--- config.mk ---
export PLATFORM = sky130hd
export DESIGN_NAME = rnpc_ctrl
export DESIGN_NICKNAME = d
export VERILOG_FILES = /design/src/inc/rnpc_pkg.sv /design/src/core/rnpc_ctrl.sv
export SDC_FILE = /design/constraint.sdc
export NUM_CORES = 1
export LEC_CHECK = 0
export BUFFER_PORTS_ARGS = -buffer_cell sky130_fd_sc_hd__buf_2
export CELL_PAD_IN_SITES_DETAIL_PLACEMENT = 1
export CELL_PAD_IN_SITES_GLOBAL_PLACEMENT = 1
export CORE_MARGIN = 2
export CORE_UTILIZATION = 43
export CTS_CLUSTER_SIZE = 16
export DETAILED_ROUTE_END_ITERATION = 8
export GPL_ROUTABILITY_DRIVEN = 0
export GPL_TIMING_DRIVEN = 0
export HOLD_SLACK_MARGIN = 0.03
export MAX_ROUTING_LAYER = met4
export PLACE_DENSITY_LB_ADDON = 0.1
export SYNTH_ARGS = -nofsm -noshare
export SYNTH_HDL_FRONTEND = slang
export SYNTH_SLANG_ARGS = --single-unit
--- constraint.sdc ---
create_clock -name i_core_clk -period 5.94 [get_ports i_core_clk]
set_input_delay 0.594 -clock i_core_clk [delete_from_list [all_inputs] [get_ports i_core_clk]]
set_output_delay 0.594 -clock i_core_clk [all_outputs]
set_load 0.005 [all_outputs]
--- src/inc/rnpc_pkg.sv ---
package rnpc_pkg;
  // ==========================================================
  // timing, widths and boot bit
  localparam int CLK_PERIOD_NS = 20;
  localparam int FILT_REJECT_NS = 10;
  localparam int FILT_PASS_NS = 100;
  // shortest low that must be seen before it counts; longest pass rounds down
  localparam int FILT_CYC_RAW = FILT_PASS_NS / CLK_PERIOD_NS;
  localparam int FILT_CYCLES = (FILT_CYC_RAW < 1) ? 1 : FILT_CYC_RAW;
  localparam int SYNC_STAGES = 2;
  localparam int INT_RESET_CYCLES = 64;
  localparam int CFG_WIDTH = 8;
  localparam int BOOT_BIT = 4;
  // reset source flag encoding
  localparam logic [2:0] SRC_NONE = 3'h0;
  localparam logic [2:0] SRC_HW_SHORT = 3'h1;
  localparam logic [2:0] SRC_HW_LONG = 3'h2;
  localparam logic [2:0] SRC_SW = 3'h3;
  localparam logic [2:0] SRC_WDT = 3'h4;
  typedef enum logic [1:0] {RNPC_RUN, RNPC_SEQ, RNPC_INIT} rnpc_state_e;
endpackage

--- src/core/rnpc_ctrl.sv ---
// Contract
// [RQ1] low reset pin with clock resets device
// [RQ2] filter drops short lows, passes long ones
// [RQ3] source holds pin low 100ns plus two
// [RQ4] bidir mode drives pin low during sequence
// [RQ5] indication low during any reset kind
// [RQ6] indication stays low until end-of-init
// [RQ7] nmi falling edge raises trap request
// [RQ8] power-down only when nmi is low
// [RQ9] bidir enable locked after init, reset-cleared
// [RQ10] bidir mode reports long hardware reset
// [RQ11] bidir mode latches port config, boot select
// [RQ12] bidir mode stretches short hardware reset
// [RQ13] pin inputs synchronised before use
`default_nettype none
module rnpc_ctrl
  import rnpc_pkg::*;
#(
  parameter int SEQ_CYCLES = INT_RESET_CYCLES,
  parameter int FILT_LEN = FILT_CYCLES
)(
  input wire logic i_core_clk,
  input wire logic i_rst,
  input wire logic i_reset_request_pin_n,
  input wire logic i_nmi_n,
  input wire logic i_sw_reset,
  input wire logic i_wdt_reset,
  input wire logic i_end_of_init_instruction,
  input wire logic i_power_down_instruction,
  input wire logic i_bidir_reset_enable_wr,
  input wire logic i_bidir_reset_enable_wdata,
  input wire logic [CFG_WIDTH-1:0] i_low_data_port_config,
  output logic o_reset_request_pin_n,
  output logic o_reset_request_pin_oe_n,
  output logic o_reset_indication_out_n,
  output logic o_core_reset,
  output logic o_nmi_trap,
  output logic o_power_down,
  output logic o_bidir_reset_enable,
  output logic [2:0] o_reset_source,
  output logic [CFG_WIDTH-1:0] o_config_latched,
  output logic o_boot_select
);

  // ==========================================================
  // synchronisers
  logic [SYNC_STAGES-1:0] rst_sync_q, rst_sync_d;
  logic [SYNC_STAGES-1:0] nmi_sync_q, nmi_sync_d;
  logic nmi_prev_q, nmi_prev_d;

  // first stage feeds only the second
  always_comb
  begin
    rst_sync_d = {rst_sync_q[SYNC_STAGES-2:0], i_reset_request_pin_n}; // see [RQ13]
    nmi_sync_d = {nmi_sync_q[SYNC_STAGES-2:0], i_nmi_n}; // see [RQ13]
    nmi_prev_d = nmi_sync_q[SYNC_STAGES-1];
  end

  always_ff @(posedge i_core_clk)
  begin
    if (i_rst)
    begin
      rst_sync_q <= '1;
      nmi_sync_q <= '1;
      nmi_prev_q <= 1'b1;
    end
    else
    begin
      rst_sync_q <= rst_sync_d;
      nmi_sync_q <= nmi_sync_d;
      nmi_prev_q <= nmi_prev_d;
    end
  end

  logic pin_low;
  logic nmi_level;
  assign pin_low = ~rst_sync_q[SYNC_STAGES-1];
  assign nmi_level = nmi_sync_q[SYNC_STAGES-1];

  // ==========================================================
  // spike filter: low must persist FILT_LEN cycles
  // sampling at 20 ns already drops sub-10 ns spikes mostly; the count makes it certain
  logic [7:0] filt_cnt_q, filt_cnt_d;
  logic filt_low;

  always_comb
  begin
    filt_cnt_d = filt_cnt_q;
    if (!pin_low)
      filt_cnt_d = '0; // see [RQ2]
    else if (filt_cnt_q < 8'(FILT_LEN))
      filt_cnt_d = filt_cnt_q + 8'h01;
  end

  assign filt_low = (filt_cnt_q == 8'(FILT_LEN)); // see [RQ2]

  always_ff @(posedge i_core_clk)
  begin
    if (i_rst)
      filt_cnt_q <= '0;
    else
      filt_cnt_q <= filt_cnt_d;
  end

  // ==========================================================
  // reset sequencer
  rnpc_state_e state_q, state_d;
  logic [15:0] seq_cnt_q, seq_cnt_d;
  logic bdr_q, bdr_d;
  logic [2:0] src_q, src_d;
  logic [CFG_WIDTH-1:0] cfg_q, cfg_d;
  logic trap_q, trap_d;
  logic pd_q, pd_d;
  logic any_reset;
  logic hw_start;
  logic echo_q, echo_d;

  // own drive echo: after release the pin still reads low through the synchroniser,
  // and the filter would take that tail for a fresh external reset
  // limitation: an external low that overlaps the tail is never seen, since echo holds for as long as the pin reads low
  always_comb
  begin
    echo_d = (bdr_q && state_q == RNPC_SEQ) || (echo_q && pin_low); // see [RQ4]
  end

  always_ff @(posedge i_core_clk)
  begin
    if (i_rst)
      echo_q <= 1'b0;
    else
      echo_q <= echo_d;
  end

  // own pin drive is excluded so bidir mode does not hold itself in reset
  assign hw_start = filt_low && !echo_q && !(bdr_q && state_q == RNPC_SEQ);
  assign any_reset = hw_start || i_sw_reset || i_wdt_reset;

  function automatic logic [2:0] rnpc_src(input logic bidir, input logic hw, input logic sw, input logic long_hw);
    if (bidir)
      rnpc_src = SRC_HW_LONG; // see [RQ10]
    else if (hw)
      rnpc_src = long_hw ? SRC_HW_LONG : SRC_HW_SHORT;
    else if (sw)
      rnpc_src = SRC_SW;
    else
      rnpc_src = SRC_WDT;
  endfunction

  always_comb
  begin
    state_d = state_q;
    seq_cnt_d = seq_cnt_q;
    bdr_d = bdr_q;
    src_d = src_q;
    cfg_d = cfg_q;
    trap_d = 1'b0;
    pd_d = pd_q;
    unique case (state_q)
      RNPC_RUN, RNPC_INIT:
      begin
        if (any_reset)
        begin
          state_d = RNPC_SEQ; // see [RQ1]
          seq_cnt_d = '0;
          src_d = rnpc_src(bdr_q, hw_start, i_sw_reset, 1'b0);
          pd_d = 1'b0;
          if (hw_start || bdr_q)
            cfg_d = i_low_data_port_config; // see [RQ11]
        end
        else
        begin
          if (state_q == RNPC_INIT && i_end_of_init_instruction)
            state_d = RNPC_RUN; // see [RQ6]
          if (state_q == RNPC_INIT && i_bidir_reset_enable_wr)
            bdr_d = i_bidir_reset_enable_wdata; // see [RQ9]
          if (nmi_prev_q && !nmi_level)
            trap_d = 1'b1; // see [RQ7]
          if (i_power_down_instruction && !nmi_level)
            pd_d = 1'b1; // see [RQ8]
        end
      end
      RNPC_SEQ:
      begin
        // outside bidir mode, pin held low externally keeps the core in reset
        if (seq_cnt_q < 16'(SEQ_CYCLES))
          seq_cnt_d = seq_cnt_q + 16'h0001;
        else if (!filt_low || bdr_q)
        begin
          state_d = RNPC_INIT; // see [RQ12]
          bdr_d = 1'b0; // see [RQ9]
        end
        if (filt_low && !bdr_q && seq_cnt_q >= 16'(SEQ_CYCLES))
          src_d = SRC_HW_LONG;
      end
      default:
        state_d = RNPC_RUN;
    endcase
  end

  always_ff @(posedge i_core_clk)
  begin
    if (i_rst)
    begin
      state_q <= RNPC_SEQ;
      seq_cnt_q <= '0;
      bdr_q <= 1'b0;
      src_q <= SRC_NONE;
      cfg_q <= '0;
      trap_q <= 1'b0;
      pd_q <= 1'b0;
    end
    else
    begin
      state_q <= state_d;
      seq_cnt_q <= seq_cnt_d;
      bdr_q <= bdr_d;
      src_q <= src_d;
      cfg_q <= cfg_d;
      trap_q <= trap_d;
      pd_q <= pd_d;
    end
  end

  // ==========================================================
  // outputs
  assign o_reset_request_pin_n = 1'b0;
  assign o_reset_request_pin_oe_n = !(bdr_q && state_q == RNPC_SEQ); // see [RQ4]
  assign o_reset_indication_out_n = (state_q == RNPC_RUN); // see [RQ5]
  assign o_core_reset = (state_q == RNPC_SEQ);
  assign o_nmi_trap = trap_q;
  assign o_power_down = pd_q;
  assign o_bidir_reset_enable = bdr_q;
  assign o_reset_source = src_q;
  assign o_config_latched = cfg_q;
  assign o_boot_select = ~cfg_q[BOOT_BIT]; // see [RQ11]

  // ==========================================================
  // assertions
  ind_low_seq_a: assert property (@(posedge i_core_clk) disable iff (i_rst)
    (state_q == RNPC_SEQ) |-> !o_reset_indication_out_n) else $error("indication high in reset"); // see [RQ5]
  ind_release_a: assert property (@(posedge i_core_clk) disable iff (i_rst)
    $rose(o_reset_indication_out_n) |-> $past(i_end_of_init_instruction)) else $error("release without init"); // see [RQ6]
  nmi_trap_a: assert property (@(posedge i_core_clk) disable iff (i_rst)
    (state_q == RNPC_RUN && !any_reset && nmi_prev_q && !nmi_level) |=> o_nmi_trap) else $error("trap missed"); // see [RQ7]
  pd_gate_a: assert property (@(posedge i_core_clk) disable iff (i_rst)
    $rose(o_power_down) |-> $past(!nmi_level && i_power_down_instruction)) else $error("power down with nmi high"); // see [RQ8]
  bdr_lock_a: assert property (@(posedge i_core_clk) disable iff (i_rst)
    (state_q == RNPC_RUN) |=> $stable(o_bidir_reset_enable)) else $error("bidir changed after init"); // see [RQ9]
  bdr_drive_a: assert property (@(posedge i_core_clk) disable iff (i_rst)
    (bdr_q && state_q == RNPC_SEQ) |-> !o_reset_request_pin_oe_n) else $error("pin not driven"); // see [RQ4]
  bdr_src_a: assert property (@(posedge i_core_clk) disable iff (i_rst)
    (bdr_q && state_q != RNPC_SEQ && any_reset) |=> (o_reset_source == SRC_HW_LONG)) else $error("bad source"); // see [RQ10]
  filt_reset_a: assert property (@(posedge i_core_clk) disable iff (i_rst)
    (!pin_low) |=> (filt_cnt_q == 8'h00)) else $error("filter not cleared"); // see [RQ2]
  seq_len_a: assert property (@(posedge i_core_clk) disable iff (i_rst)
    (state_q == RNPC_SEQ && seq_cnt_q < 16'(SEQ_CYCLES)) |=> (state_q == RNPC_SEQ)) else $error("short sequence"); // see [RQ12]

  // bidir sequence ends once the count is done, own drive or not
  seq_exit_a: assert property (@(posedge i_core_clk) disable iff (i_rst) // see [RQ12]
    (bdr_q && state_q == RNPC_SEQ && seq_cnt_q >= 16'(SEQ_CYCLES)) |=> (state_q == RNPC_INIT)) else $error("bidir sequence stuck");

  // the pin tail after own drive must not restart the sequence
  no_retrig_a: assert property (@(posedge i_core_clk) disable iff (i_rst) // see [RQ4]
    $rose(o_reset_request_pin_oe_n) |-> !hw_start [*4]) else $error("own drive retriggered");

  // pin only driven while bidir mode is on
  oe_idle_a: assert property (@(posedge i_core_clk) disable iff (i_rst) // see [RQ4]
    !o_bidir_reset_enable |-> o_reset_request_pin_oe_n) else $error("pin driven without bidir");

  // bidir enable is gone as soon as the sequence ends
  bdr_clear_a: assert property (@(posedge i_core_clk) disable iff (i_rst) // see [RQ9]
    $fell(o_core_reset) |-> !o_bidir_reset_enable) else $error("bidir kept after reset");

  // indication is low whenever core reset is high
  core_ind_a: assert property (@(posedge i_core_clk) disable iff (i_rst) // see [RQ5]
    o_core_reset |-> !o_reset_indication_out_n) else $error("indication high in core reset");

  // watchdog cause reported when nothing else asks
  src_wdt_a: assert property (@(posedge i_core_clk) disable iff (i_rst) // see [RQ5]
    (state_q != RNPC_SEQ && !bdr_q && !hw_start && !i_sw_reset && i_wdt_reset) |=> (o_reset_source == SRC_WDT))
    else $error("watchdog source wrong");

  // trap is a single-cycle request
  trap_pulse_a: assert property (@(posedge i_core_clk) disable iff (i_rst) // see [RQ7]
    o_nmi_trap |=> !o_nmi_trap) else $error("trap longer than one cycle");

  // trap only follows a synchronised low level
  trap_sync_a: assert property (@(posedge i_core_clk) disable iff (i_rst) // see [RQ13]
    o_nmi_trap |-> $past(!nmi_level)) else $error("trap without synced low");

  // power-down never survives into a reset sequence
  pd_clear_a: assert property (@(posedge i_core_clk) disable iff (i_rst) // see [RQ8]
    o_core_reset |-> !o_power_down) else $error("power down in reset");

  // filter count saturates at its length
  filt_cap_a: assert property (@(posedge i_core_clk) disable iff (i_rst) // see [RQ2]
    filt_cnt_q <= 8'(FILT_LEN)) else $error("filter count overrun");

  // latched configuration frozen during the sequence
  cfg_hold_a: assert property (@(posedge i_core_clk) disable iff (i_rst) // see [RQ11]
    (state_q == RNPC_SEQ) |=> $stable(o_config_latched)) else $error("config changed in sequence");

endmodule
`default_nettype wire

==> flow_summary_export.csv, run 1 <==
group,metric,value,unit
worst_hold_path,hold_depth,1,
sta,hold_viol,0,
sta,period_minus_slack,2278,ps
floorplanning,core_area,4086,µm²
yosys,synth_cells,198,
critical_path,rr_startpoint,"filt_cnt_q[1]$_SDFFE_PP0N_",
sta,rsz0062_at_grt,"false",
floorplanning,die_w,69.65,µm
sta,tns,0,ps
worst_hold_path,hold_end,"rst_sync_q[1]$_SDFF_PP1_",
detailed_routing,num_vias,1567,
critical_path,crit_family,"compound AO/OA/AOI/OAI gates",
grt,grt_pass1_vias,1629,
sta,min_period_over_period,38.35,%
detailed_routing,via_per_inst,5.403,
grt,grt_max_degree,14,
yosys,synthDominantCellAreaShare,49.70,%
cts,clock_latency,300,ps
critical_path,rr_worst_depth,6,
place,place_hpwl,3394,µm
yosys,synth_nets,221,
layout,fillerInstances,489,
sta,finalSetupViolations,0,
cts,cts_max_level,2,
cts,clkTransAtPathRegs,80,ps
critical_path,worstPathRequired,6110,ps
outcome,status,"complete, no violations",
cts,cts_buffers,5,
cts,postCtsResizedCells,0,
detailed_routing,drc,0,
floorplanning,dieArea,4850,µm²
critical_path,r2r_slack,3660,ps
grt,grt_antenna_before_repair,0,
yosys,synth_cell_types,41,
worst_hold_path,hp-start,"rst_sync_q[0]$_SDFF_PP1_",
detailed_routing,wl_per_cell,15.72,µm
yosys,synth_top_cell_by_area,"dfxtp_1",
power,p_leak,0.0008859,µW
sta,slew_headroom,40.95,%
floorplanning,start_util,45.35,%
yosys,syn_avg_cell_area,9.359,µm²
sta,drv_slew,0,
yosys,yosys-top-cells-area,"dfxtp_1 50%, a21oi_1 5.4%, and2_1 4.4%",
critical_path,crit_type,"flip-flop to flip-flop",
yosys,yosys_warnings,0,
worst_hold_path,hp-class,"flip-flop to flip-flop",
critical_path,critPathBufInv,1,
yosys,ys_ff_latch,46,
place,io_buffers,34,
critical_path,cp_slowest_cell,"nor4bb_1",
grt,overflow,0,
critical_path,end_kind,"flip-flop",
detailed_routing,ant_nets,0,
critical_path,cp.arrival,2450,ps
layout,area_delta_synth_final,17.49,%
layout,layout_common_cells,"46 x dfxtp_1, 34 x buf_2, 20 x a21oi_1, 13 x and2_1, 13 x nand3_1",
cts,cts_num_sinks,46,
floorplanning,die_h,69.65,µm
critical_path,start_kind,"flip-flop",
cts,holdBufCountCts,0,
yosys,netlist_area,1853,µm²
critical_path,critPathLaunch,"filt_cnt_q[1]$_SDFFE_PP0N_",
layout,drive_gt1_share,22.08,%
power,vdd_drop_max,0.1240,mV
cts,root_buffer,"clkbuf_8",
job,drv_cap,0,
critical_path,r2r_end,"o_config_latched[7]$_SDFFE_PP0P_",
detailed_routing,dr.first_iter.drc_count,68,
critical_path,crit_fanout,8,
grt,grt_pass1_wl,7921,µm
cts,clockBufferDepth,2,
power,power_density,244.2,nW/µm²
cts,cts_tree,"done",
floorplanning,ios,37,
cts,post_cts_buffers,0,
yosys,yosysSeqAreaShare,49.70,%
critical_path,max_stage_delay,650,ps
power,p_total,531.7,µW
critical_path,worstPathCellList,"inv_1 > ha_1 > nor4bb_1 > a21boi_0 > o21ai_0 > a21oi_1",
sta,whs,414.5,ps
detailed_routing,drt_first_pass_iters,4,
sta,finClkSkew,9.768,ps
layout,diodes,0,
floorplanning,num_rows,23,
grt,track_usage,21.01,%
detailed_routing,drt_wl_total,4559,µm
sta,fmax,439.0,MHz
layout,mostFrequentLayoutCell,"dfxtp_1",
sta,worstMarginPinSlew,877.9,ps
layout,layout.nets,262,
==> flip-flops by register name (all words and copies together) (netlist names) <==
| register | flops |
|---|---|
| nmi_prev_q | 1 |
| echo_q | 1 |
| rst_sync_q | 2 |
| seq_cnt_q | 16 |
| nmi_sync_q | 2 |
| filt_cnt_q | 8 |
| o_bidir_reset_enable | 1 |
| state_q | 2 |
| o_nmi_trap | 1 |
| o_power_down | 1 |
| o_reset_source | 3 |
| o_config_latched | 8 |
==> power by group <==
group	switching (µW)	internal (µW)
clock network	102	93.9
logic	12.4	9.50
registers	2.88	311
total	117	415
==> cell usage after synthesis, drive strengths merged <==
| cell type | instances |
|---|---|
| mux2i | 4 |
| nor2b | 2 |
| or4 | 4 |
| nand4 | 3 |
| xnor2 | 1 |
| o31ai | 2 |
| nor4bb | 1 |
| a21oi | 20 |
| nor4 | 5 |
| nor3 | 6 |
| or2 | 5 |
| nor2 | 6 |
| buf | 1 |
| or3 | 2 |
| clkinv | 2 |
| conb | 1 |
| o32a | 1 |
| o21a | 2 |
| nand2 | 8 |
| o41ai | 2 |
| a21boi | 2 |
| and2 | 13 |
| nand3b | 1 |
| nand3 | 13 |
| a211o | 1 |
| a31o | 1 |
| o221ai | 1 |
| dfxtp | 46 |
| a211oi | 1 |
| o211ai | 2 |
| clkbuf | 6 |
| inv | 8 |
| o21ai | 13 |
| nor3b | 1 |
| ha | 5 |
| and3 | 2 |
| nand2b | 3 |
| and4 | 1 |
==> metrics by stage <==
| stage | utilization (%) | cells | setup slack, ps | instance area (µm²) |
|---|---|---|---|---|
| final | 53.28 | 290 | 3662 | 2177 |
| after CTS | 53.28 | 290 | 3661 | 2177 |
| after global placement | 51.04 | 282 | 3795 | 2086 |
| after detailed placement | 51.04 | 282 | 3664 | 2086 |
| after global routing | 53.28 | 290 | 3338 | 2177 |
| after floorplan | - | 198 | 4026 | 1853 |
==> layout make-up <==
class                      instances  area (µm²)  share of cell area (%)
buffer                             7       30.03                   1.379
clock buffer                       7       86.33                   3.966
clock inverter                     1       5.005                  0.2299
inverter                          10       37.54                   1.724
multi-input combinational        135       864.6                   39.71
sequential                        46       920.9                   42.30
tap                               50       62.56                   2.874
timing repair buffer              34       170.2                   7.816
==> how the worst max path moves through the flow <==
stage	to	slack, ps	cells after the start
floorplan	o_reset_source[0]$_SDFFE_PP0P_	4030	4
global placement	o_config_latched[5]$_SDFFE_PP0P_	3800	6
detailed placement	o_config_latched[7]$_SDFFE_PP0P_	3660	6
CTS	o_config_latched[7]$_SDFFE_PP0P_	3660	6
global route	o_config_latched[7]$_SDFFE_PP0P_	3340	6
finish	o_config_latched[7]$_SDFFE_PP0P_	3660	6
==> per-layer routing <==
layer / GRT usage (%) / vias to the layer above / share of wire, %
met4: 7.479 / 0 / 1.6
met3: 4.797 / 6 / 4.0
met2: 35.15 / 26 / 49
met5: - / - / 0
met1: 24.84 / 751 / 45
li1: - / 784 / -
==> cells by family after synthesis <==
logic type	share of synthesized area, %
compound gates	16.81
xor+xnor	0.4727
fa+ha+maj	3.376
buf+inv	3.646
flops	49.70
mux	2.161
other cells	0.2024
simple gates	23.63
Power figures use the tool's default switching activity.
==> run 2: changes to the inputs <==
ABC_AREA = 1   (was default)
CORE_UTILIZATION = 36   (was 43)
clock period = 1.9 ns   (was 5.94 ns; I/O delays follow)
==> run 2 against run 1 <==
Compared with the run above:
- final cell count is 24% higher
- non-clock buffer count stayed put
- sequential power grew to 3.5 times the previous value
- total power rose to 4.5 times the previous value
- sequential share of layout area is 2.8 points lower
- core utilization down 8.2 points
- area after synthesis rose by 5.9%
- hold slack worse by 350 ps
- clock skew down 6.2 ps
- clock power rose to 3.1 times the previous value
==> flow_summary_export.csv, run 2 <==
group,metric,value,unit
outcome,status,"complete, no violations",
grt,track_usage,15.92,%
yosys,synth_cells,246,
detailed_routing,drt_wl_total,4251,µm
layout,regMostFlops,"seq_cnt_q",
detailed_routing,wl_per_cell,11.84,µm
layout,layout.nets,311,
layout,mostFrequentLayoutCell,"dfxtp_1",
sta,worstMarginPinSlew,521.9,ps
critical_path,worstPathCellList,"ha_1 > nand3_1 > nor2_4 > nand2_4 > nand3_2 > nand2_2 > buf_6 > nand2_8 > buf_12 > nand2_2 > a21oi_2",
detailed_routing,dr.first_iter.drc_count,55,
critical_path,cp.arrival,1980,ps
grt,grt_antenna_before_repair,0,
grt,grt_max_degree,16,
critical_path,crit_family,"simple AND/OR/NAND/NOR gates",
yosys,synthDominantCellAreaShare,46.94,%
critical_path,critPathBufInv,2,
layout,final_cells,359,
critical_path,crit_top_cell,"nand2_2",
sta,hold_viol,0,
cts,cts_tree,"done",
sta,whs,69.37,ps
grt,grt_pass1_wl,7507,µm
layout,finalInstanceArea,2330,µm²
layout,diodes,0,
floorplanning,ios,37,
floorplanning,dieArea,6056,µm²
floorplanning,core_area,5172,µm²
sta,drv_slew,0,
critical_path,crit_type,"flip-flop to flip-flop",
job,drv_cap,0,
detailed_routing,ant_nets,0,
floorplanning,num_rows,26,
yosys,synth_nets,269,
sta,fmax,572.6,MHz
yosys,yosys_most_used_dff,"dfxtp_1",
cts,cts_max_level,2,
yosys,synth.most_common_cell,"dfxtp_1",
place,placed_cells,351,
yosys,synth_compound_area_share,8.546,%
layout,largest_reg_flops,16,
place,place_area,2225,µm²
detailed_routing,drc,0,
yosys,synthArstFlopShare,0,%
critical_path,end_kind,"flip-flop",
sta,min_period_over_period,91.91,%
yosys,synth_top_cell_by_area,"dfxtp_1",
floorplanning,die_h,77.82,µm
yosys,syn_avg_cell_area,7.975,µm²
floorplanning,die_w,77.82,µm
yosys,synth_edf_count,0,
cts,clockBufferDepth,2,
yosys,synth_adder_area_share,3.189,%
yosys,ys_ff_latch,46,
place,io_buffers,35,
yosys,yosys_warnings,0,
cts,cts_num_sinks,46,
cts,clock_latency,300,ps
grt,grt_pass1_vias,1697,
yosys,yosys-top-cells-count,"46 x dfxtp_1, 44 x nand2_1, 32 x inv_1",
yosys,synth_cell_types,31,
detailed_routing,num_vias,1648,
critical_path,max_stage_delay,410,ps
cts,clkTransAtPathRegs,90,ps
place,place_hpwl,3218,µm
sta,slew_headroom,65.21,%
detailed_routing,drt_first_pass_iters,4,
layout,drive_gt1_share,24.57,%
layout,utilization,45.04,%
cts,cts_buffers,5,
cts,post_cts_buffers,0,
yosys,synth_top_family_by_area,"simple AND/OR/NAND/NOR gates",
detailed_routing,via_per_inst,4.591,
layout,area_delta_synth_final,18.75,%
power,power_density,1032,nW/µm²
yosys,yosys.area_share.xor_xnor,0.8929,%
yosys,synth-simple-area-share,30.36,%
yosys,yosys-top-cells-area,"dfxtp_1 47%, nand2_1 8.4%, nand3_1 6.4%",
critical_path,crit_fanout,10,
critical_path,worstPathRequired,2130,ps
sta,finalSetupViolations,0,
worst_hold_path,hp-class,"input port to flip-flop",
grt,overflow,0,
sta,period_minus_slack,1746,ps
layout,layout_common_cells,"46 x dfxtp_1, 42 x nand2_1, 35 x buf_2, 32 x inv_1, 26 x nor2_1",
yosys,yosysSeqAreaShare,46.94,%
cts,root_buffer,"clkbuf_8",
critical_path,cp_slowest_cell,"dfxtp_1",
yosys,netlist_area,1962,µm²
cts,holdBufCountCts,0,
floorplanning,start_util,37.93,%
power,vdd_drop_max,0.5317,mV
yosys,synthMuxAreaShare,0,%
power,p_total,2404,µW
sta,finClkSkew,3.589,ps
power,p_leak,0.0009860,µW
critical_path,start_kind,"flip-flop",
sta,rsz0062_at_grt,"false",
==> run 2: changes by cell type after synthesis, moves of 5 or more <==
cell / change
and2_1: -13
clkbuf_1: -5
inv_1: +24
nand2_1: +36
nand3_1: +12
nor2_1: +21
nor4_1: -5
o21ai_0: -10
==> run 2: where the power goes <==
group / total (µW) / internal (µW) / leakage [µW] / switching [µW]
Combinational: 721 / 265 / 0.000569 / 457
Sequential: 1090 / 1030 / 0.000373 / 57.6
Clock: 596 / 259 / 0.0000441 / 337
==> run 2: layout make-up <==
| cell class | count | area (µm²) |
|---|---|---|
| fillers | 659 | 2843 |
| flip-flops and latches | 46 | 920.9 |
| multi-input cells | 159 | 859.6 |
| repair buffers | 35 | 175.2 |
| inverters | 35 | 133.9 |
| well taps | 70 | 87.58 |
| clock buffers | 5 | 68.82 |
| plain buffers | 6 | 62.56 |
| clock inverters | 3 | 21.27 |
==> run 2: cell families (layout without fill, tap and decap cells) <==
| family | after synthesis | in the layout |
|---|---|---|
| buffers and inverters | 41 | 84 |
| AO/OA/AOI/OAI | 30 | 30 |
| AND/OR/NAND/NOR | 121 | 121 |
| adder cells (fa/ha/maj) | 5 | 5 |
| XOR/XNOR | 2 | 2 |
| flip-flops | 46 | 46 |
| other | 1 | 1 |
==> run 2: through the flow <==
step | setup WS (ps) | setup TNS [ps]
after floorplan | 371.9 | 0
after global placement | 2.186 | 0
after detailed placement | -3.778 | -3.778
after CTS | 7.044 | 0
after global routing | 11.59 | 0
final | 153.7 | 0
==> run 2: per-layer routing <==
layer	part of all wire (%)	wire length [µm]	global-route usage (%)
met5	0	0	-
met4	0.87	37	4.107
met3	2.7	116	3.488
met2	51	2163	28.19
met1	45	1933	18.15
==> run 2: what timing repair did <==
item,4_1_cts,5_1_grt
endpoints found under the setup margin,8,11
pin swaps,0,0
gates resized for setup,2,3
==> run 2: path summary, 6_finish.rpt <==
| path | from | to | cells past startpoint | slack (ps) |
|---|---|---|---|---|
| max | filt_cnt_q[0]$_SDFFE_PP0N_ | seq_cnt_q[4]$_SDFFE_PP0P_ | 11 | 150 |
| min | i_nmi_n | nmi_sync_q[0]$_SDFF_PP1_ | 2 | 70 |
| max reg2reg | filt_cnt_q[0]$_SDFFE_PP0N_ | seq_cnt_q[4]$_SDFFE_PP0P_ | 11 | 150 |
| min reg2reg | rst_sync_q[0]$_SDFF_PP1_ | rst_sync_q[1]$_SDFF_PP1_ | 1 | 420 |
